===== src/pkg/wdr_pkg.sv =====
// Shared constants and types of the watchdog and reset-cause block
package wdr_pkg;
    // Clock and time figures
    localparam longint CLK_FREQ_HZ = 100_000_000;
    localparam longint LOW_SPEED_INTERNAL_OSCILLATOR_FREQ_HZ = 32_000;
    localparam int LOW_SPEED_INTERNAL_OSCILLATOR_DIV_CYC = int'(CLK_FREQ_HZ / LOW_SPEED_INTERNAL_OSCILLATOR_FREQ_HZ);
    localparam longint SRESET_DELAY_US = 50;
    localparam longint LVR_QUALIFY_US = 120;
    localparam int SRESET_CYC = int'((SRESET_DELAY_US * CLK_FREQ_HZ + 999_999) / 1_000_000);
    // Strictly longer than the qualify time, so one cycle beyond it
    localparam int LVR_QUAL_CYC = int'((LVR_QUALIFY_US * CLK_FREQ_HZ + 999_999) / 1_000_000) + 1;
    // Register byte offsets
    localparam logic [7:0] OFF_CTRL = 8'h00;
    localparam logic [7:0] OFF_CAUSE = 8'h04;
    localparam logic [7:0] OFF_STAT = 8'h08;
    localparam logic [7:0] OFF_IRQ_STAT = 8'h0c;
    localparam logic [7:0] OFF_IRQ_CLR = 8'h10;
    localparam logic [7:0] OFF_IRQ_EN = 8'h14;
    // Field values and positions
    localparam logic [4:0] KEY_A = 5'h0a;
    localparam logic [4:0] KEY_B = 5'h15;
    localparam logic [7:0] CTRL_RESET = 8'h53;
    localparam int CAUSE_WRF = 0;
    localparam int CAUSE_LOW_VOLTAGE_RESET_FLAG = 2;
    localparam int STAT_TO = 0;
    localparam int STAT_PDF = 1;
    localparam int STAT_SLEEP = 2;
    localparam int EVT_OVF = 0;
    localparam int EVT_KEY = 1;
    localparam int EVT_LV = 2;
    localparam int EVT_W = 3;
    localparam int CNT_W = 18;
    // Bus answers
    localparam logic [1:0] RESP_OKAY = 2'h0;
    localparam logic [1:0] RESP_SLVERR = 2'h2;

    typedef struct packed {
        logic [4:0] key;
        logic [2:0] sel;
    } wdr_ctrl_t;

    typedef struct packed {
        logic [7:0] addr;
        logic [31:0] data;
        logic [3:0] strb;
    } wdr_regwr_t;
endpackage

===== src/hw/wdr_axil.sv =====
// AXI4-Lite slave front end with a simple register port
`timescale 1ns/1ps
module wdr_axil import wdr_pkg::*; (
    // Clock and reset
    input wire logic clk,
    input wire logic rstN,
    // AXI4-Lite
    input wire logic [7:0] s_axi_awaddr,
    input wire logic s_axi_awvalid,
    output logic s_axi_awready,
    input wire logic [31:0] s_axi_wdata,
    input wire logic [3:0] s_axi_wstrb,
    input wire logic s_axi_wvalid,
    output logic s_axi_wready,
    output logic [1:0] s_axi_bresp,
    output logic s_axi_bvalid,
    input wire logic s_axi_bready,
    input wire logic [7:0] s_axi_araddr,
    input wire logic s_axi_arvalid,
    output logic s_axi_arready,
    output logic [31:0] s_axi_rdata,
    output logic [1:0] s_axi_rresp,
    output logic s_axi_rvalid,
    input wire logic s_axi_rready,
    // Register port
    output logic wrEn,
    output wdr_regwr_t wrReq,
    input wire logic wrHit,
    output logic [7:0] rdAddr,
    input wire logic [31:0] rdData,
    input wire logic rdHit
);
    logic awHeld;
    logic wHeld;

    // Write commits once address and data are both held
    assign wrEn = awHeld && wHeld && !s_axi_bvalid;
    assign rdAddr = s_axi_araddr;

    // Write channels, taken in either order
    always_ff @(posedge clk or negedge rstN) begin
        if (!rstN) begin
            awHeld <= 1'b0;
            wHeld <= 1'b0;
            s_axi_awready <= 1'b1;
            s_axi_wready <= 1'b1;
            s_axi_bvalid <= 1'b0;
            s_axi_bresp <= RESP_OKAY;
            wrReq <= '0;
        end else begin
            if (s_axi_awvalid && s_axi_awready) begin
                awHeld <= 1'b1;
                s_axi_awready <= 1'b0;
                wrReq.addr <= s_axi_awaddr;
            end
            if (s_axi_wvalid && s_axi_wready) begin
                wHeld <= 1'b1;
                s_axi_wready <= 1'b0;
                wrReq.data <= s_axi_wdata;
                wrReq.strb <= s_axi_wstrb;
            end
            if (wrEn) begin
                awHeld <= 1'b0;
                wHeld <= 1'b0;
                s_axi_bvalid <= 1'b1;
                s_axi_bresp <= wrHit ? RESP_OKAY : RESP_SLVERR;
            end
            if (s_axi_bvalid && s_axi_bready) begin
                s_axi_bvalid <= 1'b0;
                s_axi_awready <= 1'b1;
                s_axi_wready <= 1'b1;
            end
        end
    end

    // Read channel, data captured at the address handshake
    always_ff @(posedge clk or negedge rstN) begin
        if (!rstN) begin
            s_axi_arready <= 1'b1;
            s_axi_rvalid <= 1'b0;
            s_axi_rdata <= '0;
            s_axi_rresp <= RESP_OKAY;
        end else if (s_axi_arvalid && s_axi_arready) begin
            s_axi_arready <= 1'b0;
            s_axi_rvalid <= 1'b1;
            s_axi_rdata <= rdHit ? rdData : 32'h0000_0000;
            s_axi_rresp <= rdHit ? RESP_OKAY : RESP_SLVERR;
        end else if (s_axi_rvalid && s_axi_rready) begin
            s_axi_rvalid <= 1'b0;
            s_axi_arready <= 1'b1;
        end
    end
endmodule // wdr_axil


===== src/hw/wdr_hold_timer.sv =====
// Persistence timer: one pulse once its input has stood high LIMIT cycles
`timescale 1ns/1ps
module wdr_hold_timer import wdr_pkg::*; #(
    parameter int LIMIT = 16
) (
    // Clock and reset
    input wire logic clk,
    input wire logic rstN,
    // Condition and result
    input wire logic run,
    output logic done
);
    localparam int W = $clog2(LIMIT + 1);
    logic [W-1:0] cnt;

    if (LIMIT < 1) begin : g_chk
        $error("wdr_hold_timer: LIMIT must be at least 1");
    end

    // Counts while run holds, restarts when it drops, fires once
    always_ff @(posedge clk or negedge rstN) begin
        if (!rstN) begin
            cnt <= '0;
            done <= 1'b0;
        end else begin
            done <= run && (cnt == W'(LIMIT - 1));
            if (!run) begin
                cnt <= '0;
            end else if (cnt != W'(LIMIT)) begin
                cnt <= cnt + W'(1);
            end
        end
    end
endmodule // wdr_hold_timer


===== src/hw/wdr_top.sv =====
// Watchdog timer with key control, reset generation and reset-cause flags
`timescale 1ns/1ps
// Summary of operation
// - Watchdog counts low-speed ticks made from the system clock by a divider
// - Period select picks 2^8,10,12,14,15,16,17,18 ticks as the timeout
// - Control holds key in bits 7..3 and period in bits 2..0, all RW
// - Watchdog runs while the key holds 01010 or 10101
// - Any other key gives a full chip reset after the software-reset delay
// - Control resets to 0x53, watchdog enabled
// - Key-mismatch reset sets cause bit 0; only software clears it
// - Overflow in normal run gives a full reset and sets timeout flag
// - Overflow while asleep sets timeout flag, resets only PC and stack
// - Counter cleared by key reset, clear instruction or sleep entry
// - Low-voltage reset only after low supply persists past qualify time
// - Low-voltage reset disabled while asleep or idle
// - Qualified low-voltage reset sets cause bit 2; only software clears
// - Cause bits 7..3 and 1 read as zero
// - Sleep entry sets power-down, clears timeout flag and counter
// - Power-down flag cleared by power-up or clear instruction
module wdr_top import wdr_pkg::*; #(
    parameter int LOW_SPEED_INTERNAL_OSCILLATOR_DIV = LOW_SPEED_INTERNAL_OSCILLATOR_DIV_CYC,
    parameter int SRESET_DLY = SRESET_CYC,
    parameter int LVR_QUAL = LVR_QUAL_CYC
) (
    // Clock and reset
    input wire logic sys_clk,
    input wire logic arst_n,
    // Core instruction strobes and wake
    input wire logic clrWdtInstr,
    input wire logic sleepInstr,
    input wire logic wakeUp,
    // Supply monitor
    input wire logic lowSupply,
    // Reset and interrupt outputs
    output logic sysRst,
    output logic pcSpRst,
    output logic irq,
    // AXI4-Lite
    input wire logic [7:0] s_axi_awaddr,
    input wire logic s_axi_awvalid,
    output logic s_axi_awready,
    input wire logic [31:0] s_axi_wdata,
    input wire logic [3:0] s_axi_wstrb,
    input wire logic s_axi_wvalid,
    output logic s_axi_wready,
    output logic [1:0] s_axi_bresp,
    output logic s_axi_bvalid,
    input wire logic s_axi_bready,
    input wire logic [7:0] s_axi_araddr,
    input wire logic s_axi_arvalid,
    output logic s_axi_arready,
    output logic [31:0] s_axi_rdata,
    output logic [1:0] s_axi_rresp,
    output logic s_axi_rvalid,
    input wire logic s_axi_rready
);
    localparam int DIV_W = $clog2(LOW_SPEED_INTERNAL_OSCILLATOR_DIV);

    if (LOW_SPEED_INTERNAL_OSCILLATOR_DIV < 2 || SRESET_DLY < 1 || LVR_QUAL < 1) begin : g_chk
        $error("wdr_top: divider, delay and qualify counts out of range");
    end

    logic rstMeta;
    logic rstN;
    wdr_ctrl_t ctrl;
    logic [CNT_W-1:0] cnt;
    logic [DIV_W-1:0] divCnt;
    logic tick;
    logic key_mismatch_reset_flag;
    logic low_voltage_reset_flag;
    logic toFlag;
    logic power_down_flag;
    logic lowPower;
    logic [3:0] irqStat;
    logic [3:0] irqEn;
    logic [3:0] next_irqStat;
    logic wrEn;
    wdr_regwr_t wrReq;
    logic wrHit;
    logic [7:0] rdAddr;
    logic [31:0] rdData;
    logic rdHit;
    logic keyOk;
    logic mmDone;
    logic lvRun;
    logic lvDone;
    logic clrEvt;
    logic ovf;
    logic ovfRun;
    logic ovfSleep;
    logic fullRst;
    logic wrLane;

    // Valid key test, used for the live field
    function automatic logic keyValid(input logic [4:0] k);
        return (k == KEY_A) || (k == KEY_B);
    endfunction

    // Last count before overflow for each period code
    function automatic logic [CNT_W-1:0] lastCount(input logic [2:0] s);
        logic [CNT_W-1:0] v;
        v = '0;
        unique case (s)
            3'h0: v = 18'h000ff;
            3'h1: v = 18'h003ff;
            3'h2: v = 18'h00fff;
            3'h3: v = 18'h03fff;
            3'h4: v = 18'h07fff;
            3'h5: v = 18'h0ffff;
            3'h6: v = 18'h1ffff;
            3'h7: v = 18'h3ffff;
        endcase
        return v;
    endfunction

    // Register map decode, shared by reads and writes
    function automatic logic mapped(input logic [7:0] a);
        return a == OFF_CTRL || a == OFF_CAUSE || a == OFF_STAT
            || a == OFF_IRQ_STAT || a == OFF_IRQ_CLR || a == OFF_IRQ_EN;
    endfunction

    // Reset release through two flip-flops
    always_ff @(posedge sys_clk or negedge arst_n) begin
        if (!arst_n) begin
            rstMeta <= 1'b0;
            rstN <= 1'b0;
        end else begin
            rstMeta <= 1'b1;
            rstN <= rstMeta;
        end
    end

    // Bus front end
    wdr_axil u_axil (
        .clk(sys_clk),
        .rstN(rstN),
        .s_axi_awaddr(s_axi_awaddr),
        .s_axi_awvalid(s_axi_awvalid),
        .s_axi_awready(s_axi_awready),
        .s_axi_wdata(s_axi_wdata),
        .s_axi_wstrb(s_axi_wstrb),
        .s_axi_wvalid(s_axi_wvalid),
        .s_axi_wready(s_axi_wready),
        .s_axi_bresp(s_axi_bresp),
        .s_axi_bvalid(s_axi_bvalid),
        .s_axi_bready(s_axi_bready),
        .s_axi_araddr(s_axi_araddr),
        .s_axi_arvalid(s_axi_arvalid),
        .s_axi_arready(s_axi_arready),
        .s_axi_rdata(s_axi_rdata),
        .s_axi_rresp(s_axi_rresp),
        .s_axi_rvalid(s_axi_rvalid),
        .s_axi_rready(s_axi_rready),
        .wrEn(wrEn),
        .wrReq(wrReq),
        .wrHit(wrHit),
        .rdAddr(rdAddr),
        .rdData(rdData),
        .rdHit(rdHit)
    );

    assign wrHit = mapped(wrReq.addr);
    assign rdHit = mapped(rdAddr);
    assign wrLane = wrEn && wrReq.strb[0];

    // Read mux, narrow registers in the low byte
    always_comb begin
        rdData = 32'h0000_0000;
        unique case (rdAddr)
            OFF_CTRL: rdData[7:0] = ctrl;
            OFF_CAUSE: rdData[7:0] = {5'h00, low_voltage_reset_flag, 1'b0, key_mismatch_reset_flag};
            OFF_STAT: rdData[2:0] = {lowPower, power_down_flag, toFlag};
            OFF_IRQ_STAT: rdData[3:0] = irqStat;
            OFF_IRQ_EN: rdData[3:0] = irqEn;
            default: rdData = 32'h0000_0000;
        endcase
    end

    // Low-speed tick divider
    always_ff @(posedge sys_clk or negedge rstN) begin
        if (!rstN) begin
            divCnt <= '0;
            tick <= 1'b0;
        end else begin
            tick <= divCnt == DIV_W'(LOW_SPEED_INTERNAL_OSCILLATOR_DIV - 1);
            divCnt <= (divCnt == DIV_W'(LOW_SPEED_INTERNAL_OSCILLATOR_DIV - 1)) ? '0 : divCnt + DIV_W'(1);
        end
    end

    // Key check and software-reset delay
    assign keyOk = keyValid(ctrl.key);
    wdr_hold_timer #(.LIMIT(SRESET_DLY)) u_keyDly (
        .clk(sys_clk),
        .rstN(rstN),
        .run(!keyOk && !fullRst),
        .done(mmDone)
    );

    // Low-supply persistence, off while asleep or idle
    assign lvRun = lowSupply && !lowPower && !fullRst;
    wdr_hold_timer #(.LIMIT(LVR_QUAL)) u_lvQual (
        .clk(sys_clk),
        .rstN(rstN),
        .run(lvRun),
        .done(lvDone)
    );

    // Overflow detection, clear events win over the last tick
    // Mask compare, so a period shortened mid-count still ends within its own length
    assign clrEvt = clrWdtInstr || sleepInstr || !keyOk;
    assign ovf = keyOk && tick && !clrEvt && (cnt & lastCount(ctrl.sel)) == lastCount(ctrl.sel);
    assign ovfRun = ovf && !lowPower;
    assign ovfSleep = ovf && lowPower;
    assign fullRst = mmDone || ovfRun || lvDone;

    // Watchdog counter
    always_ff @(posedge sys_clk or negedge rstN) begin
        if (!rstN) begin
            cnt <= '0;
        end else if (clrEvt || fullRst || ovf) begin
            cnt <= '0;
        end else if (tick) begin
            cnt <= cnt + CNT_W'(1);
        end
    end

    // Control register, reloaded by every full reset
    always_ff @(posedge sys_clk or negedge rstN) begin
        if (!rstN) begin
            ctrl <= CTRL_RESET;
        end else if (fullRst) begin
            ctrl <= CTRL_RESET;
        end else if (wrLane && wrReq.addr == OFF_CTRL) begin
            ctrl <= wrReq.data[7:0];
        end
    end

    // Reset-cause flags, hardware set wins over software write
    always_ff @(posedge sys_clk or negedge rstN) begin
        if (!rstN) begin
            key_mismatch_reset_flag <= 1'b0;
            low_voltage_reset_flag <= 1'b0;
        end else begin
            if (mmDone) begin
                key_mismatch_reset_flag <= 1'b1;
            end else if (wrLane && wrReq.addr == OFF_CAUSE) begin
                key_mismatch_reset_flag <= wrReq.data[CAUSE_WRF];
            end
            if (lvDone) begin
                low_voltage_reset_flag <= 1'b1;
            end else if (wrLane && wrReq.addr == OFF_CAUSE) begin
                low_voltage_reset_flag <= wrReq.data[CAUSE_LOW_VOLTAGE_RESET_FLAG];
            end
        end
    end

    // Timeout, power-down and sleep state
    always_ff @(posedge sys_clk or negedge rstN) begin
        if (!rstN) begin
            toFlag <= 1'b0;
            power_down_flag <= 1'b0;
            lowPower <= 1'b0;
        end else begin
            if (ovf) begin
                toFlag <= 1'b1;
            end else if (sleepInstr) begin
                toFlag <= 1'b0;
            end
            if (sleepInstr) begin
                power_down_flag <= 1'b1;
            end else if (clrWdtInstr) begin
                power_down_flag <= 1'b0;
            end
            if (sleepInstr) begin
                lowPower <= 1'b1;
            end else if (wakeUp || ovfSleep || fullRst) begin
                lowPower <= 1'b0;
            end
        end
    end

    // Reset outputs, full reset held high through power-on
    always_ff @(posedge sys_clk or negedge rstN) begin
        if (!rstN) begin
            sysRst <= 1'b1;
            pcSpRst <= 1'b0;
        end else begin
            sysRst <= fullRst;
            pcSpRst <= ovfSleep;
        end
    end

    // Interrupt status, enable and level output
    always_comb begin
        next_irqStat = irqStat;
        if (wrLane && wrReq.addr == OFF_IRQ_CLR) begin
            next_irqStat = irqStat & ~wrReq.data[3:0];
        end
        next_irqStat[EVT_OVF] = next_irqStat[EVT_OVF] | ovf;
        next_irqStat[EVT_KEY] = next_irqStat[EVT_KEY] | mmDone;
        next_irqStat[EVT_LV] = next_irqStat[EVT_LV] | lvDone;
        next_irqStat[EVT_W] = next_irqStat[EVT_W] | ovfSleep;
    end

    always_ff @(posedge sys_clk or negedge rstN) begin
        if (!rstN) begin
            irqStat <= '0;
            irqEn <= '0;
            irq <= 1'b0;
        end else begin
            irqStat <= next_irqStat;
            if (wrLane && wrReq.addr == OFF_IRQ_EN) begin
                irqEn <= wrReq.data[3:0];
            end
            irq <= |(next_irqStat & irqEn);
        end
    end

    // Consecutive cycles with a bad key, for the delay check
    int badRun;
    always_ff @(posedge sys_clk or negedge rstN) begin
        if (!rstN) begin
            badRun <= 0;
        end else begin
            badRun <= (!keyOk && !fullRst) ? badRun + 1 : 0;
        end
    end
endmodule // wdr_top


===== config.mk =====
export PLATFORM = sky130hd
export DESIGN_NAME = wdr_top
export DESIGN_NICKNAME = d
export VERILOG_FILES = /design/src/pkg/wdr_pkg.sv /design/src/hw/wdr_axil.sv /design/src/hw/wdr_hold_timer.sv /design/src/hw/wdr_top.sv
export SDC_FILE = /design/constraint.sdc
export NUM_CORES = 1
export LEC_CHECK = 0
export ABC_AREA = 1
export BUFFER_PORTS_ARGS = -buffer_cell sky130_fd_sc_hd__buf_4
export CORE_ASPECT_RATIO = 1.5
export CORE_UTILIZATION = 35
export CTS_CLUSTER_SIZE = 10
export DETAILED_ROUTE_END_ITERATION = 10
export SETUP_SLACK_MARGIN = 0.3
export SKIP_LAST_GASP = 1
export SLEW_MARGIN = 20
export SYNTH_ARGS = -nofsm -noshare
export SYNTH_HDL_FRONTEND = slang
export SYNTH_HIERARCHICAL = 1
export SYNTH_SLANG_ARGS = --single-unit

===== constraint.sdc =====
create_clock -name sys_clk -period 8.11 [get_ports sys_clk]
set_clock_uncertainty 0.15 [all_clocks]
set_input_delay 0.4055 -clock sys_clk [delete_from_list [all_inputs] [get_ports sys_clk]]
set_output_delay 0.4055 -clock sys_clk [all_outputs]
set_load 0.1 [all_outputs]

==> flow_metrics.tcl <==
set metrics [dict create \
    status "finished clean" \
    gr-usage-met1 0.188 \
    critical_path_class "register to register" \
    dpl_worst_slack_ps 5240 \
    antenna_left 0 \
    routed-via-count 5674 \
    hold_end "u_axil/s_axi_rvalid" \
    hp-class "input pin to register" \
    dieHeight_um 178 \
    grt_max_degree 80 \
    setup_slack_ps 5260 \
    numCtsBuffers 17 \
    worstReg2RegStart "cnt[0]" \
    dp.cells 1228 \
    drt_first_pass_iters 6 \
    syn_avg_cell_area_um2 8.08 \
    clock_path_buffers 2 \
    rrSetupSlack_ps 5260 \
    io_pins 107 \
    drive_gt1_frac 0.169 \
    ir_drop_mv 0.174 \
    layout.nets 1056 \
    htreeDepth 4 \
    wl_per_cell_um 11.8 \
    p_leak_nw 4.06 \
    crit_start "cnt[0]" \
    vias_per_cell 4.50 \
    gp_congestion 0.792 \
    post-route-period-util 0.352 \
    setup_tns_ps 0 \
    final_cells 1262 \
    tightestPinTransition_ps 905 \
    reg2reg_depth 12 \
    overflow 0 \
    area_growth_pct 19.4 \
    die_area_um2 21300 \
    dr.first_iter.drc_count 352 \
    clk_pin_slew_worst_paths_ps 60 \
    relSlewSlack 0.394 \
    busiest_layer "met2" \
    fp.dieW_um 120 \
    cts_resized 0 \
    gr-usage-met3 0.0332 \
    antenna_found_initial 0 \
    maxCapViolations 0 \
    worstHoldPathCells 2 \
    final_common_cell "nand2_1" \
    cts_sinks 144 \
    cts_root_buf "clkbuf_16" \
    cts_tree "yes" \
    worst_ep_arrival_time_ps 3050 \
    use_met2 0.271 \
    mappedNetlistArea_um2 7250 \
    cp-end-kind "register" \
    postSynthCellCount 897 \
    start_kind "register" \
    port-buffer-count 77 \
    start_util 0.356 \
    rows 64 \
    drv_slew 0 \
    finalCriticalPeriod_ps 2850 \
    hold_viol_final 0 \
    place_hpwl_um 10700 \
    wirelength_um 14900 \
    setup_viol 0 \
    power_mw 2.19 \
    grtUsageTotal 0.155 \
    clock_latency_ps 410 \
    rsz0062_at_grt "false" \
    yosys_warnings 6 \
    coreArea_um2 20300 \
    diodes 0 \
    drc_errors 0 \
    hp-start "s_axi_rready" \
    rr_endpoint "u_lvQual/cnt[0]" \
    fmax_mhz 351 \
    required_ps 8310 \
    cp_max_fo 12 \
    whs_ps 37.6 \
    cts_setup_buffers 0 \
    grt_pass1_vias 5589 \
    power_density_nw_per_um2 253 \
    grt_pass1_wl_um 26400 \
    layout.cells.most_common_list "nand2_1 (254), dfrtp_1 (135), nor2_1 (97), inv_1 (96), buf_4 (79)" \
]
-- worst max-delay path, stage by stage (launching register included) --
cell and delay [ps]:
dfrtp_1 410, ha_1 250, nand3_1 150, nor3_4 70, nand2_2 90, nor2_4 40, nand3_1 210, nand2_2 180
nor2_1 670, nand3_1 230, nor2_1 210, nand2_1 70, nand2_1 60
-- final cells by class --
cell class | instances | area [um^2]
Clock buffer | 21 | 460
Fill cell | 2071 | 11700
Tap cell | 264 | 330
Multi-Input combinational cell | 640 | 3100
Timing Repair Buffer | 81 | 631
Sequential cell | 144 | 3620
Inverter | 101 | 379
Clock inverter | 11 | 139
-- worst max path at each step --
stage	slack [ps]	cells after the start	endpoint
global route	4970	10	u_keyDly/done
detailed placement	5240	12	u_lvQual/cnt[0]
global placement	5310	12	u_lvQual/cnt[0]
finish	5260	12	u_lvQual/cnt[0]
CTS	5210	10	u_keyDly/done
floorplan	3660	0	cnt[0]
-- per-stage QoR --
step | utilization | instance area, um^2
after floorplan | - | 7340
after global placement | 0.394 | 8010
after detailed placement | 0.394 | 8010
after CTS | 0.424 | 8620
after global routing | 0.425 | 8650
final | 0.425 | 8650
-- what timing repair did --
item | in CTS | in global routing
hold endpoints to repair | 2 | 0
setup endpoints to repair | 0 | 0
hold buffers | 1 | 0
-- flip-flops by register name, indices dropped and copies added (netlist names), 4 cells and up --
signal              count
irqStat                 4
u_lvQual/cnt           14
divCnt                 12
irqEn                   4
u_axil/s_axi_rdata     32
u_keyDly/cnt           13
ctrl                    8
u_axil/wrReq           17
cnt                    18
-- routing by layer --
| layer | wire length [um] | up-vias |
|---|---|---|
| li1 | - | 2969 |
| met3 | 440 | 16 |
| met2 | 7630 | 80 |
| met5 | 0 | - |
| met1 | 6680 | 2609 |
| met4 | 175 | 0 |
-- power breakdown --
| part | internal (mW) | leakage (nW) | switching (mW) |
|---|---|---|---|
| Clock | 0.498 | 0.293 | 0.297 |
| Sequential | 0.818 | 1.91 | 0.0864 |
| Combinational | 0.123 | 1.85 | 0.372 |
Power figures use the tool's default switching activity.
